<file path="config.mk">
export PLATFORM = sky130hd
export DESIGN_NAME = iosq_top
export DESIGN_NICKNAME = d
export VERILOG_FILES = /design/src/core/iosq_pkg.sv /design/src/core/iosq_fifo.sv /design/src/core/iosq_sync.sv /design/src/core/iosq_top.sv
export VERILOG_INCLUDE_DIRS = /design/src /design/src/core
export SDC_FILE = /design/constraint.sdc
export NUM_CORES = 1
export LEC_CHECK = 0
export BUFFER_PORTS_ARGS = -buffer_cell sky130_fd_sc_hd__buf_2
export CORE_MARGIN = 4
export CORE_UTILIZATION = 59
export CTS_CLUSTER_DIAMETER = 80
export DETAILED_ROUTE_END_ITERATION = 8
export PLACE_DENSITY = 0.9
export SLEW_MARGIN = 20
export SYNTH_ARGS = -nofsm -noshare
export SYNTH_HDL_FRONTEND = slang
export SYNTH_SLANG_ARGS = --single-unit
</file>
<file path="constraint.sdc">
create_clock -name ref_clk_i -period 2.93 [get_ports ref_clk_i]
set_input_delay 0.586 -clock ref_clk_i [delete_from_list [all_inputs] [get_ports ref_clk_i]]
set_output_delay 0.586 -clock ref_clk_i [all_outputs]
set_load 0.005 [all_outputs]
</file>
<file path="src/core/iosq_params.svh">
// constants for the i/o instruction sequencer
`ifndef IOSQ_PARAMS_SVH
`define IOSQ_PARAMS_SVH
`define IOSQ_OP_BLK_IN     6'h38
`define IOSQ_OP_BLK_OUT    6'h39
`define IOSQ_OP_BUF_IN     6'h3a
`define IOSQ_OP_BUF_OUT    6'h3b
`define IOSQ_OP_WORD_IN    6'h3e
`define IOSQ_OP_IMM_OUT    6'h3c
`define IOSQ_OP_SELECT     6'h3d
`define IOSQ_OP_BUF_CLR    6'h07
`define IOSQ_TAG_LO_BITS   4
`define IOSQ_BLK_MAX_WORDS 255
`define IOSQ_BUF_MAX_WORDS 1024
`define IOSQ_CLK_MHZ       20
`define IOSQ_BUF_START_US  8
`define IOSQ_BUF_START_CYC (`IOSQ_BUF_START_US * `IOSQ_CLK_MHZ)
`define IOSQ_WORD_IN_US    8
`define IOSQ_WORD_IN_CYC   (`IOSQ_WORD_IN_US * `IOSQ_CLK_MHZ)
`define IOSQ_FIFO_DEPTH    4
`define IOSQ_ACC_RST       8'h00
`endif

</file>
<file path="src/core/iosq_pkg.sv">
// types shared by the i/o instruction sequencer
package iosq_pkg;
  typedef logic [11:0] iosq_addr_t;
  typedef logic [7:0]  iosq_word_t;
  typedef struct packed {
    logic [1:0] tag_sel;
    logic [5:0] opcode;
  } iosq_instr_t;
  typedef struct packed {
    logic       valid;
    logic       is_select;
    iosq_word_t data;
  } iosq_out_t;
  typedef enum logic [3:0] {
    IOSQ_IDLE  = 4'h0,
    IOSQ_FETCH = 4'h1,
    IOSQ_WAIT1 = 4'h2,
    IOSQ_WORD2 = 4'h3,
    IOSQ_WAIT2 = 4'h4,
    IOSQ_WORD3 = 4'h5,
    IOSQ_XFER  = 4'h6,
    IOSQ_MWAIT = 4'h7,
    IOSQ_DELAY = 4'h8,
    IOSQ_WIN   = 4'h9,
    IOSQ_DONE  = 4'ha
  } iosq_state_t;
endpackage

</file>
<file path="src/core/iosq_fifo.sv">
// small valid/ready fifo on the outgoing word path
`timescale 1ns/1ps
module iosq_fifo #(
  parameter int WIDTH = 9,
  parameter int DEPTH = 4
) (
  input  wire logic             ref_clk_i,
  input  wire logic             nrst_i,
  input  wire logic             ce_i,
  input  wire logic             clr_i,
  input  wire logic [WIDTH-1:0] in_data_i,
  input  wire logic             in_valid_i,
  output logic                  in_ready_o,
  output logic      [WIDTH-1:0] out_data_o,
  output logic                  out_valid_o,
  input  wire logic             out_ready_i
);
  localparam int AW = $clog2(DEPTH);
  logic [WIDTH-1:0] mem_ff [DEPTH];
  logic [AW-1:0]    wr_ff;
  logic [AW-1:0]    rd_ff;
  logic [AW:0]      cnt_ff;
  logic             push;
  logic             pop;
  assign in_ready_o  = (cnt_ff != DEPTH[AW:0]);
  assign out_valid_o = (cnt_ff != '0);
  assign out_data_o  = mem_ff[rd_ff];
  assign push        = in_valid_i && in_ready_o;
  assign pop         = out_valid_o && out_ready_i;
  always_ff @(posedge ref_clk_i) begin
    if (ce_i && push) begin
      mem_ff[wr_ff] <= in_data_i;
    end
  end
  always_ff @(posedge ref_clk_i or negedge nrst_i) begin
    if (!nrst_i) begin
      wr_ff  <= '0;
      rd_ff  <= '0;
      cnt_ff <= '0;
    end else if (ce_i) begin
      if (clr_i) begin
        wr_ff  <= '0;
        rd_ff  <= '0;
        cnt_ff <= '0;
      end else begin
        if (push) begin
          wr_ff <= AW'(wr_ff + 1'b1);
        end
        if (pop) begin
          rd_ff <= AW'(rd_ff + 1'b1);
        end
        cnt_ff <= (AW+1)'(cnt_ff + push - pop);
      end
    end
  end
endmodule

</file>
<file path="src/core/iosq_sync.sv">
// two-flop synchroniser for pin inputs
`timescale 1ns/1ps
module iosq_sync #(
  parameter int WIDTH = 1
) (
  input  wire logic             ref_clk_i,
  input  wire logic             nrst_i,
  input  wire logic             ce_i,
  input  wire logic [WIDTH-1:0] async_i,
  output logic      [WIDTH-1:0] sync_o
);
  logic [WIDTH-1:0] meta_ff;
  always_ff @(posedge ref_clk_i or negedge nrst_i) begin
    if (!nrst_i) begin
      meta_ff <= '0;
      sync_o  <= '0;
    end else if (ce_i) begin
      meta_ff <= async_i;
      sync_o  <= meta_ff;
    end
  end
endmodule

</file>
<file path="src/core/iosq_top.sv">
// i/o instruction sequencer: block, buffered and single-word transfers
`timescale 1ns/1ps
`include "iosq_params.svh"
module iosq_top
  import iosq_pkg::*;
(
  input  wire logic       ref_clk_i,
  input  wire logic       nrst_i,
  input  wire logic       ce_i,
  // execute request from the fetch/execute control
  input  wire logic       exec_start_i,
  input  wire iosq_instr_t exec_instr_i,
  input  wire iosq_addr_t exec_p_i,
  output logic            exec_done_o,
  output iosq_addr_t      next_p_o,
  output logic            acc_we_o,
  output iosq_word_t      acc_o,
  // tag register file lookup
  output logic [1:0]      tag_sel_o,
  input  wire logic [3:0] tag_val_i,
  // memory port
  output logic            mem_req_o,
  output logic            mem_we_o,
  output iosq_addr_t      mem_addr_o,
  output iosq_word_t      mem_wdata_o,
  input  wire logic       mem_ack_i,
  input  wire iosq_word_t mem_rdata_i,
  // buffer channel control
  output logic            buf_in_start_o,
  output logic            buf_out_start_o,
  output logic            buf_clear_o,
  input  wire logic       buf_busy_i,
  // peripheral lines (pins)
  output iosq_word_t      dev_out_data_o,
  output logic            dev_out_sel_o,
  output logic            dev_out_rdy_o,
  input  wire logic       dev_out_ack_i,
  input  wire iosq_word_t dev_in_data_i,
  input  wire logic       dev_in_rdy_i,
  output logic            dev_in_ack_o,
  input  wire logic       dev_disc_i
);
  // ---------------------------------------------------------------
  // pin synchronisers
  // ---------------------------------------------------------------
  logic [10:0] pin_s;
  iosq_sync #(.WIDTH(11)) u_sync (
    .ref_clk_i (ref_clk_i),
    .nrst_i    (nrst_i),
    .ce_i      (ce_i),
    .async_i   ({dev_out_ack_i, dev_in_rdy_i, dev_disc_i, dev_in_data_i}),
    .sync_o    (pin_s)
  );
  logic       out_ack_s;
  logic       in_rdy_s;
  logic       disc_s;
  iosq_word_t in_data_s;
  assign {out_ack_s, in_rdy_s, disc_s, in_data_s} = pin_s;

  // ---------------------------------------------------------------
  // helpers
  // ---------------------------------------------------------------
  // a boundary address is one whose increment carries into the tag bits
  function automatic logic is_boundary(input iosq_word_t a);
    return (a == 8'hff);
  endfunction
  function automatic iosq_addr_t join_addr(input logic [3:0] t, input iosq_word_t w);
    return {t, w};
  endfunction

  iosq_state_t st_ff;
  iosq_state_t nxt_st;
  iosq_instr_t ins_ff;
  iosq_addr_t  p_ff;
  iosq_word_t  w2_ff;
  iosq_word_t  w3_ff;
  iosq_addr_t  cur_ff;
  logic [15:0] dly_ff;
  logic        word_in_sent_ff;
  logic        fifo_in_ready;
  logic        fifo_out_valid;
  logic [9:0]  fifo_out_data;
  logic        fifo_push;
  iosq_out_t   push_word;
  logic        mem_rd_pend_ff;

  wire logic is_blk   = ins_ff.opcode == `IOSQ_OP_BLK_IN || ins_ff.opcode == `IOSQ_OP_BLK_OUT;
  wire logic is_three = is_blk || ins_ff.opcode == `IOSQ_OP_SELECT;
  wire logic is_two   = ins_ff.opcode == `IOSQ_OP_BUF_IN || ins_ff.opcode == `IOSQ_OP_BUF_OUT
                        || ins_ff.opcode == `IOSQ_OP_IMM_OUT;
  wire logic blk_in   = ins_ff.opcode == `IOSQ_OP_BLK_IN;
  wire iosq_addr_t end_addr = join_addr(tag_val_i, w3_ff);

  assign tag_sel_o = (ins_ff.opcode == `IOSQ_OP_WORD_IN ||
                      ins_ff.opcode == `IOSQ_OP_IMM_OUT) ? 2'b00 : ins_ff.tag_sel;

  // ---------------------------------------------------------------
  // sequencer state
  // ---------------------------------------------------------------
  always_comb begin
    nxt_st = st_ff;
    case (st_ff)
      IOSQ_IDLE:  if (exec_start_i) nxt_st = IOSQ_FETCH;
      IOSQ_FETCH: begin
        if (is_three || is_two) nxt_st = IOSQ_WAIT1;
        else if (ins_ff.opcode == `IOSQ_OP_WORD_IN) nxt_st = IOSQ_DELAY;
        else nxt_st = IOSQ_DONE;
      end
      IOSQ_WAIT1: if (mem_ack_i) nxt_st = IOSQ_WORD2;
      IOSQ_WORD2: begin
        if (is_three) nxt_st = IOSQ_WAIT2;
        else if (ins_ff.opcode == `IOSQ_OP_IMM_OUT) nxt_st = IOSQ_MWAIT;
        else nxt_st = IOSQ_DELAY;
      end
      IOSQ_WAIT2: if (mem_ack_i) nxt_st = IOSQ_WORD3;
      IOSQ_WORD3: nxt_st = is_blk ? IOSQ_XFER : IOSQ_MWAIT;
      IOSQ_XFER: begin
        if (cur_ff == end_addr) nxt_st = IOSQ_MWAIT;
        else if (blk_in && disc_s) nxt_st = IOSQ_DONE;
      end
      IOSQ_MWAIT: if (!fifo_out_valid && fifo_in_ready && !fifo_push) nxt_st = IOSQ_DONE;
      IOSQ_DELAY: begin
        if (dly_ff == 16'h0001) begin
          nxt_st = (ins_ff.opcode == `IOSQ_OP_WORD_IN) ? IOSQ_WIN : IOSQ_DONE;
        end
      end
      IOSQ_WIN:   if (word_in_sent_ff && !in_rdy_s) nxt_st = IOSQ_DONE;
      IOSQ_DONE:  nxt_st = IOSQ_IDLE;
      default:    nxt_st = IOSQ_IDLE;
    endcase
  end

  always_ff @(posedge ref_clk_i or negedge nrst_i) begin
    if (!nrst_i) begin
      st_ff <= IOSQ_IDLE;
    end else if (ce_i) begin
      st_ff <= nxt_st;
    end
  end

  // ---------------------------------------------------------------
  // instruction capture
  // ---------------------------------------------------------------
  always_ff @(posedge ref_clk_i or negedge nrst_i) begin
    if (!nrst_i) begin
      ins_ff <= '0;
      p_ff   <= '0;
      w2_ff  <= '0;
      w3_ff  <= '0;
    end else if (ce_i) begin
      if (st_ff == IOSQ_IDLE && exec_start_i) begin
        ins_ff <= exec_instr_i;
        p_ff   <= exec_p_i;
      end
      if (st_ff == IOSQ_WAIT1 && mem_ack_i) w2_ff <= mem_rdata_i;
      if (st_ff == IOSQ_WAIT2 && mem_ack_i) w3_ff <= mem_rdata_i;
    end
  end

  // ---------------------------------------------------------------
  // block transfer address walk
  // ---------------------------------------------------------------
  wire logic in_take  = st_ff == IOSQ_XFER && blk_in && in_rdy_s && !dev_in_ack_o
                        && cur_ff != end_addr && !mem_req_o
                        && !is_boundary(cur_ff[7:0]);
  wire logic out_load = st_ff == IOSQ_XFER && !blk_in && cur_ff != end_addr
                        && !mem_rd_pend_ff && fifo_in_ready && !is_boundary(cur_ff[7:0]);

  always_ff @(posedge ref_clk_i or negedge nrst_i) begin
    if (!nrst_i) begin
      cur_ff         <= '0;
      mem_rd_pend_ff <= 1'b0;
    end else if (ce_i) begin
      if (st_ff == IOSQ_WORD3) begin
        cur_ff <= join_addr(tag_val_i, w2_ff);
      end else if (st_ff == IOSQ_XFER && cur_ff != end_addr) begin
        // tag bits are never advanced, so a boundary word is passed over untouched
        if (is_boundary(cur_ff[7:0])) begin
          cur_ff <= {cur_ff[11:8], 8'h00};
        end else if (blk_in && mem_req_o && mem_ack_i) begin
          cur_ff <= iosq_addr_t'(cur_ff + 1'b1);
        end else if (!blk_in && mem_rd_pend_ff && mem_ack_i) begin
          cur_ff <= iosq_addr_t'(cur_ff + 1'b1);
        end
      end
      if (out_load) mem_rd_pend_ff <= 1'b1;
      else if (mem_ack_i) mem_rd_pend_ff <= 1'b0;
    end
  end

  // ---------------------------------------------------------------
  // memory port
  // ---------------------------------------------------------------
  always_ff @(posedge ref_clk_i or negedge nrst_i) begin
    if (!nrst_i) begin
      mem_req_o   <= 1'b0;
      mem_we_o    <= 1'b0;
      mem_addr_o  <= '0;
      mem_wdata_o <= '0;
    end else if (ce_i) begin
      if (mem_req_o && mem_ack_i) begin
        mem_req_o <= 1'b0;
        mem_we_o  <= 1'b0;
      end else if (st_ff == IOSQ_FETCH && (is_three || is_two)) begin
        mem_req_o  <= 1'b1;
        mem_addr_o <= iosq_addr_t'(p_ff + 1'b1);
      end else if (st_ff == IOSQ_WORD2 && is_three) begin
        mem_req_o  <= 1'b1;
        mem_addr_o <= iosq_addr_t'(p_ff + 2'd2);
      end else if (in_take) begin
        mem_req_o   <= 1'b1;
        mem_we_o    <= 1'b1;
        mem_addr_o  <= cur_ff;
        mem_wdata_o <= in_data_s;
      end else if (out_load) begin
        mem_req_o  <= 1'b1;
        mem_addr_o <= cur_ff;
      end
    end
  end

  // ---------------------------------------------------------------
  // peripheral input handshake
  // ---------------------------------------------------------------
  always_ff @(posedge ref_clk_i or negedge nrst_i) begin
    if (!nrst_i) begin
      dev_in_ack_o    <= 1'b0;
      word_in_sent_ff <= 1'b0;
    end else if (ce_i) begin
      if (st_ff == IOSQ_IDLE) word_in_sent_ff <= 1'b0;
      if (in_take || (st_ff == IOSQ_WIN && in_rdy_s && !word_in_sent_ff)) begin
        dev_in_ack_o <= 1'b1;
        if (st_ff == IOSQ_WIN) word_in_sent_ff <= 1'b1;
      end else if (!in_rdy_s) begin
        dev_in_ack_o <= 1'b0;
      end
    end
  end

  // ---------------------------------------------------------------
  // outgoing words through the fifo
  // ---------------------------------------------------------------
  always_comb begin
    push_word = '0;
    if (st_ff == IOSQ_WORD3 && ins_ff.opcode == `IOSQ_OP_SELECT) begin
      push_word = '{valid: 1'b1, is_select: 1'b1, data: w2_ff};
    end else if (st_ff == IOSQ_MWAIT && ins_ff.opcode == `IOSQ_OP_SELECT && dly_ff == 16'h0000) begin
      push_word = '{valid: 1'b1, is_select: 1'b1, data: w3_ff};
    end else if (st_ff == IOSQ_MWAIT && ins_ff.opcode == `IOSQ_OP_IMM_OUT && dly_ff == 16'h0000) begin
      push_word = '{valid: 1'b1, is_select: 1'b0, data: w2_ff};
    end else if (!blk_in && mem_rd_pend_ff && mem_ack_i) begin
      push_word = '{valid: 1'b1, is_select: 1'b0, data: mem_rdata_i};
    end
  end
  assign fifo_push = push_word.valid && fifo_in_ready;

  iosq_fifo #(.WIDTH(10), .DEPTH(`IOSQ_FIFO_DEPTH)) u_fifo (
    .ref_clk_i   (ref_clk_i),
    .nrst_i      (nrst_i),
    .ce_i        (ce_i),
    .clr_i       (1'b0),
    .in_data_i   ({push_word.valid, push_word.is_select, push_word.data}),
    .in_valid_i  (push_word.valid),
    .in_ready_o  (fifo_in_ready),
    .out_data_o  (fifo_out_data),
    .out_valid_o (fifo_out_valid),
    .out_ready_i (out_ack_s && dev_out_rdy_o)
  );
  assign dev_out_rdy_o  = fifo_out_valid;
  assign dev_out_sel_o  = fifo_out_data[8];
  assign dev_out_data_o = fifo_out_data[7:0];

  // ---------------------------------------------------------------
  // delay counter: marks pushes done and paces the timed ops
  // ---------------------------------------------------------------
  always_ff @(posedge ref_clk_i or negedge nrst_i) begin
    if (!nrst_i) begin
      dly_ff <= '0;
    end else if (ce_i) begin
      if (st_ff == IOSQ_WORD2 && (ins_ff.opcode == `IOSQ_OP_BUF_IN ||
                                  ins_ff.opcode == `IOSQ_OP_BUF_OUT)) begin
        dly_ff <= 16'(`IOSQ_BUF_START_CYC - 2);
      end else if (st_ff == IOSQ_FETCH && ins_ff.opcode == `IOSQ_OP_WORD_IN) begin
        dly_ff <= 16'(`IOSQ_WORD_IN_CYC - 1);
      end else if (st_ff == IOSQ_DELAY && dly_ff != 16'h0000) begin
        dly_ff <= dly_ff - 16'h0001;
      end else if (st_ff == IOSQ_MWAIT && fifo_push) begin
        dly_ff <= 16'h0001;
      end else if (st_ff == IOSQ_IDLE) begin
        dly_ff <= '0;
      end
    end
  end

  // ---------------------------------------------------------------
  // completion, next address, accumulator, buffer controls
  // ---------------------------------------------------------------
  wire logic busy_br = is_two && ins_ff.opcode != `IOSQ_OP_IMM_OUT && buf_busy_i;
  always_ff @(posedge ref_clk_i or negedge nrst_i) begin
    if (!nrst_i) begin
      exec_done_o     <= 1'b0;
      next_p_o        <= '0;
      acc_we_o        <= 1'b0;
      acc_o           <= `IOSQ_ACC_RST;
      buf_in_start_o  <= 1'b0;
      buf_out_start_o <= 1'b0;
      buf_clear_o     <= 1'b0;
    end else if (ce_i) begin
      exec_done_o     <= 1'b0;
      acc_we_o        <= 1'b0;
      buf_in_start_o  <= 1'b0;
      buf_out_start_o <= 1'b0;
      buf_clear_o     <= 1'b0;
      if (st_ff == IOSQ_WIN && in_rdy_s && !word_in_sent_ff) begin
        acc_o    <= in_data_s;
        acc_we_o <= 1'b1;
      end
      if (st_ff == IOSQ_XFER && blk_in && disc_s && nxt_st == IOSQ_DONE) begin
        acc_o    <= iosq_word_t'(cur_ff[7:0] + 8'h01);
        acc_we_o <= 1'b1;
      end
      if (st_ff == IOSQ_DONE) begin
        exec_done_o <= 1'b1;
        if (is_three) next_p_o <= iosq_addr_t'(p_ff + 2'd3);
        else if (busy_br) next_p_o <= join_addr(tag_val_i, w2_ff);
        else if (is_two) next_p_o <= iosq_addr_t'(p_ff + 2'd2);
        else next_p_o <= iosq_addr_t'(p_ff + 1'b1);
        if (ins_ff.opcode == `IOSQ_OP_BUF_IN && !buf_busy_i) buf_in_start_o <= 1'b1;
        if (ins_ff.opcode == `IOSQ_OP_BUF_OUT && !buf_busy_i) buf_out_start_o <= 1'b1;
        if (ins_ff.opcode == `IOSQ_OP_BUF_CLR) buf_clear_o <= 1'b1;
      end
    end
  end

  // ---------------------------------------------------------------
  // checks
  // ---------------------------------------------------------------
  a_done_pulse: assert property (@(posedge ref_clk_i) disable iff (!nrst_i)
    exec_done_o |=> !exec_done_o) else $error("done longer than one cycle");
  a_start_excl: assert property (@(posedge ref_clk_i) disable iff (!nrst_i)
    !(buf_in_start_o && buf_out_start_o)) else $error("two buffer starts");
  a_start_done: assert property (@(posedge ref_clk_i) disable iff (!nrst_i)
    buf_in_start_o |-> exec_done_o) else $error("buffer start without done");
  a_clr_done: assert property (@(posedge ref_clk_i) disable iff (!nrst_i)
    buf_clear_o |-> exec_done_o) else $error("clear without done");
  a_skip_bound: assert property (@(posedge ref_clk_i) disable iff (!nrst_i)
    mem_req_o && st_ff == IOSQ_XFER |-> mem_addr_o[7:0] != 8'hff) else $error("boundary hit");
  a_in_ack: assert property (@(posedge ref_clk_i) disable iff (!nrst_i)
    $rose(dev_in_ack_o) |-> $past(in_rdy_s)) else $error("ack without ready");
  a_acc_wr: assert property (@(posedge ref_clk_i) disable iff (!nrst_i)
    acc_we_o |-> st_ff == IOSQ_DONE || st_ff == IOSQ_WIN) else $error("stray acc write");
  a_blk_next: assert property (@(posedge ref_clk_i) disable iff (!nrst_i)
    exec_done_o && is_blk |-> next_p_o == iosq_addr_t'(p_ff + 2'd3)) else $error("bad p+3");
  c_blk_in:  cover property (@(posedge ref_clk_i) exec_done_o && blk_in);
  c_busy:    cover property (@(posedge ref_clk_i) exec_done_o && busy_br);
  c_word_in: cover property (@(posedge ref_clk_i) acc_we_o && ins_ff.opcode == `IOSQ_OP_WORD_IN);
endmodule

</file>
==> summary.txt, run 1 <==
STA
  • Layout Skew: 0.00748 ns
  • Maximum clock rate: 0.357 GHz
  • Slew at the pin with the worst max-slew slack: 0.644 ns
  • Hold Fails Final Rpt: 0
  • RSZ-0062 raised after global routing: yes
  • Max-slew violation count: 0
  • Final period util: 0.956
  • Slew headroom: 0.571
  • Setup-failing EPs final: 0
  • Fin crit period: 2.80 ns

Layout
  • Diode count: 0
  • Design Area, Final: 11200 um2
  • Commonest non-fill, non-tap cell in the layout: dfrtp_1
  • Layout area overhead: 15.4%
  • Total Nets Final: 1134
  • Share of layout cells above drive strength 1: 0.257
  • Most frequent cells in the layout: dfrtp_1, buf_2, nand2_1, nor2_1, o21ai_0
  • Non-filler instance count after layout: 1299
  • Number of fill cells: 1108

Setup path
  • Crit end category: register
  • Flop2flop setup slack: 0.13 ns
  • CP endpoint: u_fifo.cnt_ff[2]
  • R2R depth: 11
  • Required time worst endpoint: 3.25 ns
  • Worst R2R End: u_fifo.cnt_ff[2]
  • Critical Path AT: 3.12 ns
  • Critical-path top delay cell: or4_4
  • Critical path cell sequence: or4_4 -> nor4_4 -> nand3_2 -> and3_2 -> nor2_1 -> ha_1 -> inv_1 -> fa_1 -> xor2_1 -> nand2_1 -> xnor2_1
  • CP max stage delay: 0.59 ns
  • Setup crit start: dly_ff[4]
  • Maximum fanout along the worst path: 7
  • Worst R2R Start: dly_ff[4]
  • Crit Path Class: reg2reg
  • Startpoint Class: register

Detailed routing
  • Iter 0 DRT Violations: 944
  • Post-detailed-route count of antenna-violating nets: 0
  • Total iterations of the first detailed-routing run: 6
  • Final WL: 26.1 mm
  • Remaining DRCs: 0
  • Vias: 8271
  • Average routed wire per standard cell: 20.1 um
  • Via density: 6.37

Clock network
  • Hold_buf cts: 0
  • Clk_lat worst skew: 0.44 ns
  • CTS tree: done
  • H-tree depth: 4
  • CTS Buf Count: 17
  • Clk root buf: clkbuf_16
  • PostCTS Resize Cnt: 0
  • Clk slew on worst S/H paths: 0.07 ns
  • Clock Sinks: 183
  • Post CTS Setup Buffer Count: 0
  • Clock Path Buffers: 2

Yosys
  • Synth Flop Type: dfrtp_1
  • Post-Synthesis Cell Area: 9740 um2
  • Synth Area per Inst: 10.2 um2
  • Synthesized Nets: 1023
  • Xor and xnor fraction of the mapped netlist area: 0.0414
  • Largest family of logic cells by synthesized area: simple AND/OR/NAND/NOR gates
  • EDFF count, synth: 36
  • Synth top area share: 0.378
  • Ranking of synthesized cells by area: dfrtp_1, edfxtp_1, mux2_2
  • Gate Count Post-Synth: 959
  • Seq/Total Area, Yosys: 0.489
  • Top cell type by total area after synthesis: dfrtp_1
  • Compound-Gate Fraction of Synth Area: 0.148
  • Post-synthesis mux area share: 0.106
  • Number of synthesis warnings: 0
  • Synth Register Bits: 183
  • Ys async rst share: 0.803
  • Cell variety after synth: 74
  • Adder-cell share of the synthesized area: 0.0200
  • Post-Synth Simple-Gate Area: 0.160

Power
  • Combinational share of power: 0.351
  • Pleak: 0.00482 uW
  • Sequential power share: 0.422
  • Worst vdd ir: 520 uV
  • Sw Share: 0.396
  • Pwr/cell area: 853 nW/um2
  • Internal power: 5790 uW
  • Clock Power Share: 0.227
  • Total power: 9590 uW
  • Psw: 3790 uW

Die
  • Initial core utilization: 0.607
  • Die Wd: 136 um
  • Floorplan row count: 46
  • Die area: 18600 um2
  • Total core area: 16100 um2
  • I/O pin count: 109
  • Height of the chip: 136 um

Min path
  • Worst hold path type: in2async

Status
  • Status: completed

Placement
  • PortBufs: 108
  • Inst Count DP: 1267
  • DP HPWL: 19.1 mm
  • Gpl congestion: 0.989
  • Placed Area: 10700 um2

Global routing
  • First-pass GRT wire length: 42.1 mm
  • Grt total ovfl: 0
  • Overall Global Routing Usage: 0.291
  • Initial antenna violation count: 0
  • Vias in the first global route: 7935
  • Largest net degree at the start of global routing: 69

Job
  • Max cap viols: 0
-- state kept, by name, indices dropped and copies added (netlist names), 2 cells and up --
| register | flops |
|---|---|
| u_fifo.wr_ff | 2 |
| cur_ff | 12 |
| u_sync.meta_ff | 11 |
| ins_ff | 8 |
| next_p_o | 12 |
| u_fifo.mem_ff | 36 |
| u_fifo.rd_ff | 2 |
| u_fifo.cnt_ff | 3 |
| p_ff | 12 |
| mem_addr_o | 12 |
| acc_o | 8 |
| w3_ff | 8 |
| w2_ff | 8 |
| st_ff | 4 |
| u_sync.sync_o | 11 |
| dly_ff | 16 |
| mem_wdata_o | 8 |
-- synthesized netlist by cell type, drive strengths merged, types with 4 or more instances --
| library cell | count |
|---|---|
| ha | 14 |
| a21oi | 54 |
| or3 | 12 |
| o21ai | 88 |
| nand2 | 84 |
| a21o | 6 |
| xnor2 | 30 |
| mux2i | 6 |
| a211oi | 4 |
| xor2 | 16 |
| clkbuf | 44 |
| dfrtp | 147 |
| nand2b | 11 |
| a22oi | 7 |
| o211ai | 7 |
| a31oi | 11 |
| nor2 | 84 |
| nor3 | 25 |
| or4 | 7 |
| edfxtp | 36 |
| a22o | 6 |
| nand3 | 26 |
| buf | 15 |
| nand3b | 4 |
| mux4 | 9 |
| nand4b | 4 |
| nor2b | 7 |
| o2111ai | 6 |
| mux2 | 68 |
| o221ai | 8 |
| o31ai | 5 |
| and2 | 9 |
| inv | 30 |
| nor4 | 4 |
| and3 | 10 |
| nand4 | 10 |
| o22ai | 5 |
-- layer usage --
layer | share of wire | GRT usage | vias to the layer above | routed length (um)
met4 | 0.038 | 0.120 | 0 | 987
li1 | - | - | 3703 | -
met1 | 0.38 | 0.386 | 3955 | 9950
met3 | 0.092 | 0.0540 | 98 | 2400
met5 | 0 | 0 | - | 0
met2 | 0.49 | 0.474 | 515 | 12800
-- area by class of cell --
cell class              instances  area (um2)  share of cell area
clock buffers                  17         425              0.0378
well taps                     216         270              0.0240
repair buffers                151         882              0.0784
multi-input cells             687        4660               0.414
flip-flops and latches        183        4760               0.423
clock inverters                15         136              0.0121
inverters                      30         113              0.0100
-- worst min-delay path by stage --
stage	end	slack (ns)	start
2_1_floorplan	acc_o[0]	0.29	nrst_i
3_3_place_gp	mem_we_o	0.46	mem_we_o
3_5_place_dp	mem_we_o	0.46	mem_we_o
4_1_cts	ins_ff[6]	0.16	nrst_i
5_1_grt	ins_ff[6]	0.18	nrst_i
6_report	ins_ff[6]	0.14	nrst_i
-- kinds of logic after synthesis --
logic type | Yosys count
adders and majority gates | 15
DFF | 183
xor gates and xnor gates | 46
and+or+nand+nor | 312
buffers and inverters | 89
AOI/OAI and AO/OA | 231
muxes | 83
-- metrics by stage --
stage	setup WS, ns	hold WS, ns	util	TNS [ns]
floorplan	0.298	0.290	-	0
global placement	0.188	0.458	0.664	0
detailed placement	0.101	0.465	0.664	0
CTS	0.0425	0.156	0.699	0
global route	-0.0527	0.185	0.700	-0.0527
finish	0.130	0.142	0.700	0
-- worst max-delay path, delay by kind of cell (launching register included) --
kind          cells  cell delay (ns)
flops             1             0.43
buf+inv           1             0.05
xor+xnor          2             0.28
simple gates      6             1.36
fa+ha+maj         2             0.55
-- power by group through the flow --
stage / combinational [uW] / sequential [uW] / clock, uW
after CTS: 3300 / 4000 / 2200
after floorplan: 2500 / 3600 / 0
final: 3370 / 4040 / 2180
after detailed placement: 3270 / 4040 / 0
after global routing: 3720 / 4140 / 2320
after global placement: 3140 / 4000 / 0
No activity file was read; power rests on OpenSTA's default activity.
==> run 2: changes to the inputs <==
--- a/config.mk
+++ b/config.mk
@@ -8,10 +8,10 @@
 export LEC_CHECK = 0
 export BUFFER_PORTS_ARGS = -buffer_cell sky130_fd_sc_hd__buf_2
 export CORE_MARGIN = 4
-export CORE_UTILIZATION = 59
+export CORE_UTILIZATION = 30
 export CTS_CLUSTER_DIAMETER = 80
 export DETAILED_ROUTE_END_ITERATION = 8
-export PLACE_DENSITY = 0.9
+export PLACE_DENSITY = 0.56
 export SLEW_MARGIN = 20
 export SYNTH_ARGS = -nofsm -noshare
 export SYNTH_HDL_FRONTEND = slang
==> run 2 against run 1 <==
Fmax up 1.4%. Sequential power down 2%. Sequential cell count unchanged. Global-route usage down 13 points. Via count down 4.1%. Sequential share of layout area down 1.7 points. Wire length up 7.8%. First-iteration DRC count down 36%. Die area up 90%. Critical endpoint is now u_fifo.mem_ff[0][5]. Largest power group unchanged.
==> summary.txt, run 2 (synthesized netlist as in run 1, its figures left out) <==
STA
  • RSZ-0062 raised after global routing: no
  • Final period util: 0.943
  • Layout Skew: 0.0142 ns
  • Fin crit period: 2.76 ns
  • Hold Fails Final Rpt: 0
  • Slew headroom: 0.565
  • Maximum clock rate: 0.362 GHz
  • Worst Hold Slack: 0.132 ns
  • Setup tns final: 0 ns
  • Setup-failing EPs final: 0
  • Final worst slack: 0.168 ns
  • Slew at the pin with the worst max-slew slack: 0.647 ns
  • Max-slew violation count: 0

Placement
  • DP HPWL: 21.1 mm
  • Gpl congestion: 0.904
  • DP Worst Slack: 0.113 ns
  • PortBufs: 108
  • Inst Count DP: 1500

Setup path
  • Worst R2R Start: dly_ff[5]
  • CP max stage delay: 0.57 ns
  • Required time worst endpoint: 3.05 ns
  • Buf/Inv on CP: 0
  • Startpoint Class: register
  • Critical path cell sequence: or4_4 -> or4_1 -> or3_1 -> nand3_1 -> o21ai_0
  • Flop2flop setup slack: 0.17 ns
  • Maximum fanout along the worst path: 11
  • Critical-path top delay cell: or3_1
  • Crit-path leading delay family: simple AND/OR/NAND/NOR gates
  • Crit end category: register
  • Critical Path AT: 2.88 ns
  • Crit Path Class: reg2reg
  • Setup crit start: dly_ff[5]

Global routing
  • Grt total ovfl: 0
  • Initial antenna violation count: 0
  • Vias in the first global route: 7938
  • Overall Global Routing Usage: 0.159
  • First-pass GRT wire length: 45.0 mm
  • Largest net degree at the start of global routing: 65

Layout
  • Reg with most FFs: u_fifo.mem_ff
  • Diode count: 0
  • Share of layout cells above drive strength 1: 0.270
  • Max reg flops: 36
  • Non-filler instance count after layout: 1537
  • Top Registers: u_fifo.mem_ff (36), dly_ff (16)
  • Layout area overhead: 20.3%
  • Most frequent cells in the layout: dfrtp_1, buf_2, nand2_1, nor2_1, o21ai_0
  • Commonest non-fill, non-tap cell in the layout: dfrtp_1
  • Total Nets Final: 1153

Power
  • Sw Share: 0.388
  • Sequential power share: 0.396
  • Worst vdd ir: 393 uV
  • Pwr/cell area: 853 nW/um2
  • Total power: 9990 uW
  • Psw: 3880 uW
  • Combinational share of power: 0.361
  • Pleak: 0.00494 uW
  • Internal power: 6120 uW
  • Clock Power Share: 0.243

Die
  • I/O pin count: 109
  • Initial core utilization: 0.306
  • Die area: 35400 um2
  • Die Wd: 188 um
  • Floorplan row count: 65
  • Total core area: 31800 um2
  • Height of the chip: 188 um

Detailed routing
  • Via density: 5.16
  • Remaining DRCs: 0
  • Post-detailed-route count of antenna-violating nets: 0
  • Final WL: 28.1 mm
  • Average routed wire per standard cell: 18.3 um
  • Iter 0 DRT Violations: 600
  • Vias: 7932
  • Total iterations of the first detailed-routing run: 5

Clock network
  • Clk slew on worst S/H paths: 0.07 ns
  • CTS Buf Count: 17
  • Clock Path Buffers: 2
  • Hold_buf cts: 0
  • Clk root buf: clkbuf_16
  • H-tree depth: 4
  • Clk_lat worst skew: 0.44 ns
  • CTS tree: done
  • Clock Sinks: 183

Status
  • Status: completed

Min path
  • Worst hold path type: in2async

Job
  • Max cap viols: 0
-- run 2: worst paths after layout --
check | endpoint | depth (start not counted)
setup reg to reg | u_fifo.mem_ff[0][5] | 5
min in group ref_clk_i | p_ff[2] | 2
max in group asynchronous | dly_ff[0] | 2
hold / removal | u_sync.meta_ff[5] | 1
setup / recovery | u_fifo.mem_ff[0][5] | 5
hold reg to reg | next_p_o[6] | 2
-- run 2: power by group through the flow --
stage | clock, uW | sequential [uW] | combinational, uW
floorplan | 0 | 3600 | 2500
global placement | 0 | 4000 | 3460
detailed placement | 0 | 4000 | 3490
CTS | 2480 | 3960 | 3520
global route | 2580 | 4070 | 4020
finish | 2430 | 3960 | 3610
-- run 2: worst reg2reg max path: cells and delay by family, from the launching register on --
family	cells	cell delay (ns)
DFF	1	0.41
and+or+nand+nor	4	1.83
AOI/OAI and AO/OA	1	0.21
-- run 2: repair_timing --
item                       4_1_cts  5_1_grt
setup endpoints to repair        0       69
gates resized for setup          0        6
setup buffers                    0        5
-- run 2: through the flow --
stage                     area [um2]  utilization
after global placement         11000        0.347
after CTS                      11700        0.366
after detailed placement       11000        0.347
after floorplan                 9740            -
final                          11700        0.368
after global routing           11700        0.368
-- run 2: cell type report --
class | instances | area (um2)
Timing Repair Buffer | 170 | 1020
Clock inverter | 15 | 185
Tap cell | 435 | 544
Sequential cell | 183 | 4760
Multi-Input combinational cell | 687 | 4660
Clock buffer | 17 | 425
Inverter | 30 | 113
Fill cell | 3241 | 20100
-- run 2: routing by layer --
metal / global-route usage / up-vias / routed length, um
li1: - / 3749 / -
met1: 0.219 / 3955 / 12900
met2: 0.264 / 196 / 13600
met3: 0.0220 / 32 / 1070
met4: 0.0418 / 0 / 520
met5: 0 / - / 0
